==> config.mk <==
export PLATFORM = sky130hd
export DESIGN_NAME = phd_header_store
export DESIGN_NICKNAME = d
export VERILOG_FILES = /design/src/logic/phd_header_store.v
export VERILOG_INCLUDE_DIRS = /design/src /design/src/logic
export SDC_FILE = /design/constraint.sdc
export NUM_CORES = 1
export LEC_CHECK = 0
export BUFFER_PORTS_ARGS = -buffer_cell sky130_fd_sc_hd__clkbuf_2
export CAP_MARGIN = 10
export CORE_UTILIZATION = 55
export CTS_CLUSTER_DIAMETER = 50
export CTS_CLUSTER_SIZE = 16
export DETAILED_ROUTE_END_ITERATION = 12
export GPL_TIMING_DRIVEN = 0
export PLACE_DENSITY_LB_ADDON = 0.12
export SETUP_SLACK_MARGIN = 0.05
export SYNTH_ARGS = -nofsm -noshare
export SYNTH_HDL_FRONTEND = slang
export SYNTH_SLANG_ARGS = --single-unit
==> constraint.sdc <==
create_clock -name clk -period 10.8 [get_ports clk]
set_input_delay 1.08 -clock clk [delete_from_list [all_inputs] [get_ports clk]]
set_output_delay 1.08 -clock clk [all_outputs]
set_load 0.1 [all_outputs]
==> src/logic/phd_map.vh <==
/*
 Constants of the parameter header store: register offsets, field
 positions, status bits and reset values. Definitions only; included
 by bare name from the design file.
*/
`ifndef PHD_MAP_VH
`define PHD_MAP_VH

// Register offsets on the plain register port
`define PHD_REG_CTRL 8'h00
`define PHD_REG_INDEX 8'h04
`define PHD_REG_DW0 8'h08
`define PHD_REG_DW1 8'h0c
`define PHD_REG_COUNT 8'h10
`define PHD_REG_STATUS 8'h14
`define PHD_REG_MASK 8'h18

// Control bits
`define PHD_CTRL_SERVE 0
`define PHD_CTRL_WIPE 1

// Status and mask bits
`define PHD_ST_COMMIT 0
`define PHD_ST_REJECT 1
`define PHD_ST_ORDER 2
`define PHD_ST_GAP 3
`define PHD_ST_RANGE 4
`define PHD_ST_W 5

// Fault code bits
`define PHD_F_ID 0
`define PHD_F_PARITY 1
`define PHD_F_ALIGN 2
`define PHD_F_MAJOR 3
`define PHD_F_LEN 4
`define PHD_F_FIRST 5
`define PHD_F_W 6

// Header layout in the discovery space
`define PHD_HDR_BASE 24'h000008
`define PHD_LEN_HI 31
`define PHD_LEN_LO 24
`define PHD_MAJ_HI 23
`define PHD_MAJ_LO 16
`define PHD_MIN_HI 15
`define PHD_MIN_LO 8
`define PHD_IDL_HI 7
`define PHD_IDL_LO 0
`define PHD_IDH_HI 31
`define PHD_IDH_LO 24
`define PHD_PTR_HI 23
`define PHD_PTR_LO 0

// Identifier values
`define PHD_ID_BASIC_LSB 8'h00
`define PHD_ID_BASIC_MSB 8'hff
`define PHD_ID_NONE_MSB 8'h00

// Reset values
`define PHD_CTRL_RST 2'h0
`define PHD_MASK_RST 5'h00

`endif

==> src/logic/phd_header_store.v <==
/*
 Parameter header store of a serial flash discovery structure: holds a
 contiguous list of two-word headers, checks each one as software writes
 it, and serves the headers to the discovery read path.
 Assumes the register port and the discovery read port are driven by
 logic on clk; one clock, synchronous active-high reset.
*/
// Local design decisions: the address map and strobed register access.
// Operation
// Each header is two 32-bit words, 64 bits, in the discovery space.
// The first header is mandatory, a standard one, and sits at byte 08h.
// Headers of several basic table revisions go oldest first.
// Later headers follow with no gap and use the same two-word layout.
// A later minor revision may share a start address with a longer length.
// Word 0 bits 31:24 hold the table length in words, counted from one.
// Word 0 bits 23:16 hold the major revision, which starts at 01h.
// Word 0 bits 15:8 hold the minor revision, which starts at 00h.
// The id low byte is word 0 bits 7:0, the high byte word 1 bits 31:24.
// Word 1 bits 23:0 give the table byte address, a multiple of four.
// The host classes tables by id high byte range and low byte parity.
// Low id byte 00h is the basic table and pairs only with high byte FFh.
// The host takes any id with low byte 00h as the basic table.
// The host reads a vendor high byte as a bank number; 00h is invalid.
// The host reads odd low byte parity as vendor, even as function.
// A standard high byte with an odd parity low byte is never presented.
// The host flags illegal ids, misaligned pointers and zero majors.
`timescale 1ns/10ps
`include "phd_map.vh"

module phd_header_store #(
   parameter IDX_W = 2
) (
   input wire clk,
   input wire reset,
   input wire ce,
   input wire [7:0] regAddr,
   input wire [31:0] regWrData,
   input wire regWr,
   input wire regRd,
   output reg [31:0] regRdData,
   input wire [23:0] discAddr,
   input wire discRead,
   output reg [31:0] discData,
   output reg discValid,
   output reg irq
);

   localparam HDR_NUM = 1 << IDX_W;
   localparam CNT_W = IDX_W + 1;

   // Header fields checked before a header may be presented
   function [`PHD_F_W-1:0] hdrFault;
      input [31:0] d0;
      input [31:0] d1;
      input isFirst;
      reg [7:0] lo;
      reg [7:0] hi;
      begin
         lo = d0[`PHD_IDL_HI:`PHD_IDL_LO];
         hi = d1[`PHD_IDH_HI:`PHD_IDH_LO];
         hdrFault[`PHD_F_ID] = (lo == `PHD_ID_BASIC_LSB &&
            hi != `PHD_ID_BASIC_MSB) || hi == `PHD_ID_NONE_MSB;
         hdrFault[`PHD_F_PARITY] = hi[7] & (^lo);
         hdrFault[`PHD_F_ALIGN] = d1[1:0] != 2'h0;
         hdrFault[`PHD_F_MAJOR] =
            d0[`PHD_MAJ_HI:`PHD_MAJ_LO] == 8'h00;
         hdrFault[`PHD_F_LEN] = d0[`PHD_LEN_HI:`PHD_LEN_LO] == 8'h00;
         hdrFault[`PHD_F_FIRST] = isFirst &&
            (lo != `PHD_ID_BASIC_LSB || hi != `PHD_ID_BASIC_MSB);
      end
   endfunction

   // Revision key: major above minor, so a later minor ranks higher
   function [15:0] revKey;
      input [31:0] d0;
      begin
         revKey = {d0[`PHD_MAJ_HI:`PHD_MAJ_LO],
            d0[`PHD_MIN_HI:`PHD_MIN_LO]};
      end
   endfunction

   // Basic table test on a stored pair
   function isBasic;
      input [31:0] d0;
      input [31:0] d1;
      begin
         isBasic = d0[`PHD_IDL_HI:`PHD_IDL_LO] == `PHD_ID_BASIC_LSB &&
            d1[`PHD_IDH_HI:`PHD_IDH_LO] == `PHD_ID_BASIC_MSB;
      end
   endfunction

   reg [31:0] dw0Mem [0:HDR_NUM-1];
   reg [31:0] dw1Mem [0:HDR_NUM-1];
   reg [1:0] ctrl_reg;
   reg [IDX_W-1:0] index_reg;
   reg [31:0] stage_reg;
   reg [CNT_W-1:0] count_reg;
   reg [CNT_W-1:0] count_next;
   reg [`PHD_ST_W-1:0] status_reg;
   reg [`PHD_ST_W-1:0] status_next;
   reg [`PHD_ST_W-1:0] mask_reg;

   wire commitTry = regWr && regAddr == `PHD_REG_DW1;
   wire [CNT_W-1:0] indexWide = {1'b0, index_reg};
   wire [`PHD_F_W-1:0] fault =
      hdrFault(stage_reg, regWrData, index_reg == {IDX_W{1'b0}});
   wire gapBad = indexWide > count_reg;
   wire [15:0] newRev = revKey(stage_reg);
   wire newBasic = isBasic(stage_reg, regWrData);

   // Revision order among basic table headers
   reg orderBad;
   integer i;
   always @* begin
      orderBad = 1'b0;
      for (i = 0; i < HDR_NUM; i = i + 1) begin
         if (newBasic && i < count_reg && isBasic(dw0Mem[i], dw1Mem[i])) begin
            if (i < index_reg && revKey(dw0Mem[i]) > newRev) begin
               orderBad = 1'b1;
            end
            if (i > index_reg && revKey(dw0Mem[i]) < newRev) begin
               orderBad = 1'b1;
            end
         end
      end
   end

   // Start addresses are not compared, so revisions may share one
   wire commitOk = commitTry && fault == {`PHD_F_W{1'b0}} &&
      !gapBad && !orderBad;

   // Discovery address decode
   wire [23:0] discOff = discAddr - `PHD_HDR_BASE;
   wire [20:0] discEnt = discOff[23:3];
   wire discIn = discAddr >= `PHD_HDR_BASE &&
      discEnt < {{(21-CNT_W){1'b0}}, count_reg} &&
      ctrl_reg[`PHD_CTRL_SERVE];
   wire [IDX_W-1:0] discIdx = discEnt[IDX_W-1:0];

   // Header count field of the discovery header counts from zero,
   // so an empty list and a single header both read as zero there;
   // the raw count beside it tells the two apart
   wire [7:0] countField = (count_reg == {CNT_W{1'b0}}) ? 8'h00 :
      {{(8-CNT_W){1'b0}}, count_reg - {{(CNT_W-1){1'b0}}, 1'b1}};

   always @* begin
      count_next = count_reg;
      if (regWr && regAddr == `PHD_REG_CTRL &&
         regWrData[`PHD_CTRL_WIPE]) begin
         count_next = {CNT_W{1'b0}};
      end else if (commitOk && indexWide == count_reg) begin
         count_next = count_reg + {{(CNT_W-1){1'b0}}, 1'b1};
      end
   end

   // Sticky events; a new event wins over the read that clears
   always @* begin
      status_next = status_reg;
      if (regRd && regAddr == `PHD_REG_STATUS) begin
         status_next = {`PHD_ST_W{1'b0}};
      end
      if (commitOk) begin
         status_next[`PHD_ST_COMMIT] = 1'b1;
      end
      if (commitTry && fault != {`PHD_F_W{1'b0}}) begin
         status_next[`PHD_ST_REJECT] = 1'b1;
      end
      if (commitTry && orderBad) begin
         status_next[`PHD_ST_ORDER] = 1'b1;
      end
      if (commitTry && gapBad) begin
         status_next[`PHD_ST_GAP] = 1'b1;
      end
      if (discRead && !discIn) begin
         status_next[`PHD_ST_RANGE] = 1'b1;
      end
   end

   always @(posedge clk) begin
      if (reset) begin
         ctrl_reg <= `PHD_CTRL_RST;
         index_reg <= {IDX_W{1'b0}};
         stage_reg <= 32'h00000000;
         count_reg <= {CNT_W{1'b0}};
         status_reg <= {`PHD_ST_W{1'b0}};
         mask_reg <= `PHD_MASK_RST;
         irq <= 1'b0;
      end else if (ce) begin
         count_reg <= count_next;
         status_reg <= status_next;
         irq <= |(status_next & mask_reg);
         if (regWr) begin
            case (regAddr)
               `PHD_REG_CTRL: begin
                  ctrl_reg <= {1'b0, regWrData[`PHD_CTRL_SERVE]};
               end
               `PHD_REG_INDEX: begin
                  index_reg <= regWrData[IDX_W-1:0];
               end
               `PHD_REG_DW0: begin
                  stage_reg <= regWrData;
               end
               `PHD_REG_MASK: begin
                  mask_reg <= regWrData[`PHD_ST_W-1:0];
               end
               default: begin
               end
            endcase
         end
      end
   end

   // Header storage, written only by an accepted commit; not reset,
   // since a zero count hides every stale entry from the discovery port
   always @(posedge clk) begin
      if (ce && !reset && commitOk) begin
         dw0Mem[index_reg] <= stage_reg;
         dw1Mem[index_reg] <= regWrData;
      end
   end

   // Register read, data in the following cycle only
   always @(posedge clk) begin
      if (reset) begin
         regRdData <= 32'h00000000;
      end else if (ce) begin
         regRdData <= 32'h00000000;
         if (regRd) begin
            case (regAddr)
               `PHD_REG_CTRL: begin
                  regRdData <= {30'h00000000, ctrl_reg};
               end
               `PHD_REG_INDEX: begin
                  regRdData <= {{(32-IDX_W){1'b0}}, index_reg};
               end
               `PHD_REG_DW0: begin
                  regRdData <= dw0Mem[index_reg];
               end
               `PHD_REG_DW1: begin
                  regRdData <= dw1Mem[index_reg];
               end
               `PHD_REG_COUNT: begin
                  regRdData <= {16'h0000, countField,
                     {(8-CNT_W){1'b0}}, count_reg};
               end
               `PHD_REG_STATUS: begin
                  regRdData <= {{(32-`PHD_ST_W){1'b0}}, status_reg};
               end
               `PHD_REG_MASK: begin
                  regRdData <= {{(32-`PHD_ST_W){1'b0}}, mask_reg};
               end
               default: begin
                  regRdData <= 32'h00000000;
               end
            endcase
         end
      end
   end

   // Discovery read, one cycle latency, zero outside the list
   always @(posedge clk) begin
      if (reset) begin
         discData <= 32'h00000000;
         discValid <= 1'b0;
      end else if (ce) begin
         discValid <= discRead;
         discData <= 32'h00000000;
         if (discRead && discIn) begin
            if (discOff[2]) begin
               discData <= dw1Mem[discIdx];
            end else begin
               discData <= dw0Mem[discIdx];
            end
         end
      end
   end

endmodule

==> flow_summary.yaml, run 1 <==
outcome:
  outcome: "complete, no violations"
worst_setup_path:
  critical_path_buf_inv_count: 6
  endpoint_kind: "flop"
  r2r_slack_ns: 5.97
  path_max_fanout: 10
  startpoint_type: "primary input"
  crit_family: "buffers and inverters"
  cp.arrival_ns: 5.75
  path_class: "primary input to flop"
  reg2reg_to: "dw1Mem[2][4]"
  crit_path_frequent_cell: "nor2_1"
  crit_required_ns: 11.25
  max_stage_delay_ns: 0.66
  rr_worst_depth: 12
  crit_path_cell_trace: "clkbuf_2 > inv_1 > ha_1 > clkbuf_1 > clkbuf_1 > inv_1 > ha_1 > a21boi_0 > o21ai_0 > or4b_1 > nor2_1 > nand4b_1 > nor2_1 > buf_2 > a22oi_1 > nor2_1"
  reg2reg_from: "stage_reg[22]"
  cpMaxStageDelayCell: "clkbuf_1"
placed_design:
  dpl.hpwl_mm: 41.4
  port_buffers: 130
  place_area_mm2: 0.0198
  gp_congestion: 0.959
  dp.cells: 1909
timing:
  fin_crit_sh: 0.491
  fin_crit_ns: 5.30
  fmax_ghz: 0.189
  fin_skew_ns: 0.0184
  finalSetupViolations: 0
  rsz0062_at_grt: "false"
  max_slew_margin: 0.144
  hold_violations: 0
  maxSlewViolCount: 0
  holdWs_ns: 0.497
  worst_pin_slew_ns: 1.28
finish:
  final-instance-count-excl-fill: 1974
  nets: 1652
  stdcell_area_mm2: 0.0210
  fillers: 2504
  areaGrowthSynthToFinish_pct: 15.5
  fin_util: 0.646
  top_regs: "dw0Mem (128), dw1Mem (128)"
  drive_gt1_frac: 0.290
  antenna_cells: 0
detailed_routing:
  drt-pass1-iter-count: 8
  route.detailed.drc: 0
  first_iter_violations: 1759
  routed_wl_mm: 56.4
  vias_per_cell: 6.73
  drt-wirelength-per-cell_um: 28.6
  detail-route-antenna-nets: 0
  vias: 13300
synth:
  synthFlopType: "edfxtp_1"
  synthCells: 1300
  synth.top_cell.area_share: 0.422
  synth_common_cells: "edfxtp_1, mux4_2, dfxtp_1"
  synth_seq_cells: 372
  ys_seq_area_frac: 0.550
  yosys_warnings: 0
  synth_area_leaders: "edfxtp_1, mux4_2, dfxtp_1"
  synth-edff-count: 256
  yosys.area.top_type: "edfxtp_1"
  synth_area_mm2: 0.0182
  syn_area_per_cell_um2: 14.0
  yosysUniqueCellTypes: 69
  synthMostInstantiatedCell: "edfxtp_1"
  synthesis.nets: 1446
  synthArstFlopShare: 0
worst_hold_path:
  hp-class: "flop to flop"
  whs_path_depth: 2
  whs_endpoint: "regRdData[8]"
  min-delay-start: "regRdData[8]"
clocking:
  cts_inserted_buffers: 37
  cts_tree: "yes"
  clk_latency_ns: 0.53
  clockRootBuffer: "clkbuf_16"
  ctsHoldBuffers: 0
  clock-sinks: 372
  clockBufferDepth: 3
  cts-htree-levels: 2
  clkTransAtPathRegs_ns: 0.07
  postCtsSetupBuffers: 0
  cts-resized-gates: 0
floorplanning:
  rows: 66
  core_mm2: 0.0325
  io_pins: 136
  die_area_mm2: 0.0338
  fp.dieW_um: 184
  start_util: 0.559
  dieHeight_um: 184
power_and_ir_drop:
  p_leak_nw: 7.70
  ir_worst_vdd_v: 0.000107
  fin_total_pwr_w: 0.00299
  powerDensity_mw_per_mm2: 142
global_routing:
  grt_max_degree: 18
  overflow: 0
  antenna_found_initial: 1
  gr-usage-all-layers: 0.342
  grt_pass1_wl_mm: 82.5
  grt_pass1_vias: 12600
run:
  maxCapViolCount: 0
==> where the power goes <==
| part | total, W | switching, W | internal, W |
|---|---|---|---|
| Combinational | 0.000157 | 0.000101 | 0.0000562 |
| Clock | 0.00132 | 0.000572 | 0.000745 |
| Sequential | 0.00151 | 0.00000126 | 0.00151 |
| Total | 0.00299 | 0.000674 | 0.00231 |
==> cell type report <==
| cell class | instances | area, µm² | area share |
|---|---|---|---|
| Sequential cell | 372 | 10000 | 0.476 |
| Multi-Input combinational cell | 817 | 7740 | 0.368 |
| Timing Repair Buffer | 167 | 1010 | 0.0481 |
| Clock buffer | 44 | 992 | 0.0472 |
| Tap cell | 442 | 553 | 0.0263 |
| Buffer | 72 | 330 | 0.0157 |
| Clock inverter | 21 | 238 | 0.0113 |
| Inverter | 39 | 146 | 0.00696 |
==> how the worst max path moves through the flow <==
stage / from / endpoint / depth (start not counted)
global route: discAddr[3] / discData[19] / 16
global placement: regWrData[31] / dw1Mem[2][8] / 8
floorplan: regWrData[26] / dw0Mem[2][0] / 7
detailed placement: discAddr[3] / discData[14] / 16
CTS: discAddr[3] / discData[9] / 16
finish: discAddr[3] / discData[14] / 16
==> cells by family (layout without fill, tap and decap cells) <==
| family | count (synthesis) | in the layout | synth area share |
|---|---|---|---|
| simple gates | 336 | 336 | 0.0931 |
| mux | 201 | 201 | 0.203 |
| xor+xnor | 5 | 5 | 0.00241 |
| buf+inv | 111 | 343 | 0.0262 |
| flops | 372 | 372 | 0.550 |
| compound gates | 199 | 199 | 0.0734 |
| fa+ha+maj | 76 | 76 | 0.0522 |
==> worst reg2reg max path, stage by stage, from the launching register on <==
cell,delay (ns)
dfxtp_1,0.47
inv_1,0.17
ha_1,0.35
a21oi_1,0.14
nand2_1,0.07
a21oi_1,0.26
nor4b_1,0.89
mux2_2,0.30
nand3b_1,0.11
nand4_1,0.26
nor4b_2,0.97
buf_4,0.34
buf_4,0.21
==> per-stage QoR <==
stage	setup WS, ns	setup TNS, ns
2_1_floorplan	1.29	0
3_3_place_gp	-5.63	-829.96
3_5_place_dp	5.13	0
4_1_cts	5.65	0
5_1_grt	5.33	0
6_report	5.50	0
==> metal layers <==
metal  global-route usage  routed length, µm  up-vias
li1                     -                  -     5617
met1                0.497              22300     6677
met2                0.510              25300      861
met3               0.0695               6600      129
met4                0.128               2180        0
met5                    0                  0        -
==> cells in the final DEF, fill, tap and decap left out, drive strengths merged, types with 9 or more instances in the layout <==
master  synthesis  routed
ha             76      76
or4            10      10
buf            24      61
a22oi          67      67
nor3           13      13
dfxtp         116     116
nor2           93      93
nor4           18      18
nand3          17      17
a21oi          66      66
inv            39      47
clkbuf         48     222
mux4          128     128
o21ai          14      14
nand2         107     107
nand4b          9       9
nor4b           9       9
mux2i          17      17
edfxtp        256     256
mux2           56      56
nand4          29      29
(Power assumes the default switching activity.)
==> run 2, diff against run 1 <==
==> constraint.sdc (replaced) <==
create_clock -name clk -period 5.4 [get_ports clk]
set_input_delay 0.54 -clock clk [delete_from_list [all_inputs] [get_ports clk]]
set_output_delay 0.54 -clock clk [all_outputs]
set_load 0.1 [all_outputs]
==> run 2 against run 1 <==
Design area up 0.13%. Sequential power up 100%. Combinational power up 100%. Largest cell class unchanged. Clock skew up 0.0066 ns. Via count up 0.53%. Worst hold slack worse by 0.27 ns. Critical path depth unchanged. Routed wire length up 1.4%.
==> flow_summary.yaml, run 2 (synthesis gave the netlist of run 1 again) <==
outcome:
  outcome: "complete, no violations"
clocking:
  postCtsSetupBuffers: 0
  clock-sinks: 372
  clockRootBuffer: "clkbuf_16"
  clkTransAtPathRegs_ns: 0.07
  ctsHoldBuffers: 0
  cts_tree: "yes"
  clk_latency_ns: 0.54
  clockBufferDepth: 3
  cts-resized-gates: 0
  cts-htree-levels: 2
  cts_inserted_buffers: 37
timing:
  hold_violations: 0
  finalSetupViolations: 0
  worst_pin_slew_ns: 1.22
  rsz0062_at_grt: "false"
  fmax_ghz: 0.198
  tns_ns: 0
  fin_crit_ns: 5.05
  fin_ws_ns: 0.353
  max_slew_margin: 0.177
  fin_crit_sh: 0.935
  fin_skew_ns: 0.0251
  maxSlewViolCount: 0
run:
  maxCapViolCount: 0
global_routing:
  antenna_found_initial: 2
  top_usage_layer: "met2"
  met2_usage: 0.522
  grt_pass1_wl_mm: 83.5
  grt_max_degree: 18
  overflow: 0
  gr-usage-all-layers: 0.347
  met3_usage: 0.0640
  grt_pass1_vias: 12300
  grt_use_met1: 0.518
finish:
  antenna_cells: 0
  multi_input_area_mm2: 0.00776
  fillers: 2471
  top_regs: "dw0Mem (128), dw1Mem (128)"
  final-instance-count-excl-fill: 1967
  stdcell_area_mm2: 0.0210
  final_common_cell: "edfxtp_1"
  fin_util: 0.647
  areaGrowthSynthToFinish_pct: 15.6
  final_cell_mix: "edfxtp_1, clkbuf_2, mux4_2, dfxtp_1, nand2_1"
  nets: 1643
  drive_gt1_frac: 0.285
  register_area_mm2: 0.0100
power_and_ir_drop:
  p_sw_w: 0.00136
  p_leak_nw: 7.66
  seqPwrFrac: 0.507
  intPower_w: 0.00461
  pwr-share-comb: 0.053
  p_sw_frac: 0.228
  ir_worst_vdd_v: 0.000235
  p_clk_frac: 0.440
  powerDensity_mw_per_mm2: 284
placed_design:
  dp_slack_ns: -0.0330
  gp_congestion: 0.995
  place_area_mm2: 0.0198
  port_buffers: 130
  dp.cells: 1900
  dpl.hpwl_mm: 41.5
worst_setup_path:
  r2r_slack_ns: 0.47
  crit_path_cell_trace: "clkbuf_2 > inv_1 > ha_1 > clkbuf_1 > clkbuf_1 > inv_1 > ha_1 > a21boi_0 > o21ai_0 > or4b_1 > nor2_1 > nand4b_1 > nor2_1 > buf_2 > a22oi_1 > nor2_1"
  path_max_fanout: 10
  startpoint_type: "primary input"
  cp.arrival_ns: 5.50
  max_stage_delay_ns: 0.69
  path_class: "primary input to flop"
  crit_path_frequent_cell: "nor2_1"
  endpoint_kind: "flop"
  crit_required_ns: 5.85
  cpMaxStageDelayCell: "clkbuf_1"
floorplanning:
  start_util: 0.559
  fp.dieW_um: 184
  core_mm2: 0.0325
  io_pins: 136
  die_area_mm2: 0.0338
  rows: 66
  dieHeight_um: 184
detailed_routing:
  route.detailed.drc: 0
  vias: 13400
  first_iter_violations: 1849
  drt-pass1-iter-count: 5
  drt-wirelength-per-cell_um: 29.1
  detail-route-antenna-nets: 0
  vias_per_cell: 6.79
  routed_wl_mm: 57.2
worst_hold_path:
  hp-class: "primary input to flop"
## run 2: per-stage QoR
step | hold WS (ns) | total power, W
5_1_grt | 0.240 | 0.00609
3_3_place_gp | 0.483 | 0.00339
2_1_floorplan | 0.446 | 0.00326
4_1_cts | 0.227 | 0.00597
3_5_place_dp | 0.482 | 0.00340
6_report | 0.227 | 0.00597
## run 2: worst paths after layout
path,from,end,depth (start not counted)
worst min register to register,status_reg[0],status_reg[0],2
worst max register to register,stage_reg[9],dw0Mem[1][2],14
worst min-delay path,regWrData[11],dw1Mem[2][11],1
worst max-delay path,discAddr[3],discData[18],16
## run 2: final cells by class
class,instances,area share
tap,442,0.0263
clock inverter,23,0.0105
clock buffer,44,0.0482
multi-input combinational,817,0.369
timing repair buffer,158,0.0482
buffer,72,0.0157
inverter,39,0.00696
sequential,372,0.476
## run 2: worst max-delay path: cells and delay by family
family | cells | cell delay, ns
buffers and inverters | 6 | 2.19
AND/OR/NAND/NOR | 5 | 1.35
adder cells (fa/ha/maj) | 2 | 0.73
AO/OA/AOI/OAI | 3 | 0.65
## run 2: metal layers
| layer | wire length [µm] | vias to the layer above |
|---|---|---|
| li1 | - | 5609 |
| met1 | 24000 | 6794 |
| met2 | 25500 | 845 |
| met3 | 6170 | 102 |
| met4 | 1490 | 4 |
| met5 | 25 | - |
## run 2: power by group through the flow
stage               logic [W]  clock network [W]  registers, W
detailed placement   0.000307                  0       0.00309
global route         0.000327            0.00274       0.00303
global placement     0.000302                  0       0.00309
finish               0.000314            0.00263       0.00303
CTS                  0.000308            0.00264       0.00303
floorplan            0.000162                  0       0.00310
==> run 3, diff against run 2 <==
--- a/config.mk
+++ b/config.mk
@@ -8,11 +8,13 @@
 export LEC_CHECK = 0
 export BUFFER_PORTS_ARGS = -buffer_cell sky130_fd_sc_hd__clkbuf_2
 export CAP_MARGIN = 10
-export CORE_UTILIZATION = 55
+export CELL_PAD_IN_SITES_DETAIL_PLACEMENT = 1
+export CELL_PAD_IN_SITES_GLOBAL_PLACEMENT = 1
+export CORE_UTILIZATION = 51
 export CTS_CLUSTER_DIAMETER = 50
 export CTS_CLUSTER_SIZE = 16
 export DETAILED_ROUTE_END_ITERATION = 12
-export GPL_TIMING_DRIVEN = 0
+export GPL_TIMING_DRIVEN = 1
 export PLACE_DENSITY_LB_ADDON = 0.12
 export SETUP_SLACK_MARGIN = 0.05
 export SYNTH_ARGS = -nofsm -noshare
==> run 3 against run 2 <==
Via count shrank 4.8%. Maximum frequency grew 20%. Combinational power shrank 11%. Critical path depth shrank 5. Core utilization shrank 4.7 points. Largest cell class unchanged. Critical path type is now flop to flop. Sequential power is essentially flat. Sequential share of layout area grew 0.45 points. Clock-buffer cell count grew 2. Non-clock buffer count shrank 74. Design area shrank 0.86%. Register-to-register slack gained 0.72 ns. Clock power grew 17%.
==> flow_summary.yaml, run 3 (synthesis gave the netlist of run 1 again) <==
detailed_routing:
  routed_wl_mm: 56.1
  drt-wirelength-per-cell_um: 29.3
  drt-met1-wl_mm: 24.3
  route.detailed.drc: 0
  detail-route-antenna-nets: 0
  top_layer_used: "met4"
  drt-pass1-iter-count: 7
  vias: 12700
  route.met3.wl_mm: 3.85
  vias_per_cell: 6.63
  first_iter_violations: 1189
  wl_met2_mm: 26.5
worst_setup_path:
  path_max_fanout: 38
  r2r_slack_ns: 1.19
  cp-startpoint: "stage_reg[21]"
  endpoint_kind: "flop"
  startpoint_type: "flop"
  cp.depth: 11
  path_class: "flop to flop"
  crit_path_frequent_cell: "nand4_1"
  cpMaxStageDelayCell: "buf_4"
  crit_family: "simple AND/OR/NAND/NOR gates"
  crit_path_cell_trace: "inv_1 > ha_1 > nand4_1 > nor2_1 > o21ai_0 > a31oi_1 > nor3_1 > a311oi_1 > nand4_1 > nor4b_4 > buf_4"
  reg2reg_to: "dw1Mem[2][7]"
  reg2reg_from: "stage_reg[21]"
  crit_required_ns: 5.58
  rr_worst_depth: 11
  cp.arrival_ns: 4.39
  critical_path_buf_inv_count: 2
  max_stage_delay_ns: 0.65
floorplanning:
  io_pins: 136
  dieHeight_um: 191
  rows: 68
  fp.dieW_um: 191
  core_mm2: 0.0348
  die_area_mm2: 0.0365
  start_util: 0.523
placed_design:
  dp.cells: 1839
  port_buffers: 133
  dpl.hpwl_mm: 37.5
  gp_congestion: 0.907
  dp_slack_ns: 1.29
  place_area_mm2: 0.0194
finish:
  stdcell_area_mm2: 0.0209
  drive_gt1_frac: 0.299
  areaGrowthSynthToFinish_pct: 14.6
  final_common_cell: "edfxtp_1"
  nets: 1573
  fillers: 3376
  final-instance-count-excl-fill: 1917
  multi_input_area_mm2: 0.00778
  top_regs: "dw0Mem (128), dw1Mem (128)"
  final_cell_mix: "edfxtp_1, clkbuf_2, mux4_2, dfxtp_1, nand2_1"
  register_area_mm2: 0.0100
power_and_ir_drop:
  powerDensity_mw_per_mm2: 306
  ir_worst_vdd_v: 0.000478
  fin_total_pwr_w: 0.00638
  p_leak_nw: 7.59
timing:
  finalSetupViolations: 0
  hold_violations: 0
  holdWs_ns: 0.200
  fin_ws_ns: 1.19
  fin_crit_ns: 4.21
  max_slew_margin: 0.215
  maxSlewViolCount: 0
  rsz0062_at_grt: "false"
  fin_skew_ns: 0.0319
  fmax_ghz: 0.238
  fin_crit_sh: 0.779
  worst_pin_slew_ns: 1.17
clocking:
  ctsHoldBuffers: 0
  cts_tree: "yes"
  cts-htree-levels: 2
  postCtsSetupBuffers: 0
  cts-resized-gates: 0
  clockRootBuffer: "clkbuf_16"
  clkTransAtPathRegs_ns: 0.06
  clockBufferDepth: 3
  cts_inserted_buffers: 41
  clock-sinks: 372
  clk_latency_ns: 0.58
worst_hold_path:
  whs_endpoint: "dw1Mem[3][16]"
  hp-class: "primary input to flop"
  whs_path_depth: 1
  min-delay-start: "regWrData[16]"
global_routing:
  grt_pass1_wl_mm: 84.3
  overflow: 0
  antenna_found_initial: 1
  grt_max_degree: 75
  gr-usage-all-layers: 0.315
  grt_pass1_vias: 13300
run:
  maxCapViolCount: 0
outcome:
  outcome: "complete, no violations"
## run 3: cell type report
class,count,share of cell area
Clock inverter,30,0.0197
Multi-Input combinational cell,817,0.373
Clock buffer,46,0.0526
Timing Repair Buffer,156,0.0404
Antenna cell,2,0.000240
Inverter,39,0.00702
Sequential cell,372,0.480
Tap cell,455,0.0273
## run 3: through the flow
stage | util | TNS, ns
2_1_floorplan | - | -334.81
3_3_place_gp | 0.556 | 0
3_5_place_dp | 0.556 | 0
4_1_cts | 0.599 | 0
5_1_grt | 0.600 | 0
6_report | 0.600 | 0
## run 3: routing by layer
metal	GRT usage	vias to the layer above
met3	0.0501	100
met2	0.504	567
met4	0.0985	0
met5	0	-
li1	-	5462
met1	0.443	6587
## run 3: how the worst max path moves through the flow
stage	endpoint	slack (ns)
finish	dw1Mem[2][7]	1.19
global route	dw1Mem[2][11]	1.04
CTS	dw1Mem[2][7]	1.26
detailed placement	dw1Mem[2][2]	1.29
global placement	dw1Mem[2][3]	1.35
floorplan	dw0Mem[3][0]	-1.76
## run 3: worst reg2reg max path, delay by kind of cell, from the launching register on
family / cells / cell delay, ns
AOI/OAI and AO/OA: 3 / 0.83
adders and majority gates: 1 / 0.35
buffers and inverters: 2 / 0.82
DFF: 1 / 0.45
and+or+nand+nor: 5 / 1.37
## run 3: power by group
group	switching, W	leakage, nW	internal [W]
Clock	0.00127	0.732	0.00180
Sequential	0.00000254	3.57	0.00302
Combinational	0.000172	3.29	0.000106
Total	0.00144	7.59	0.00493
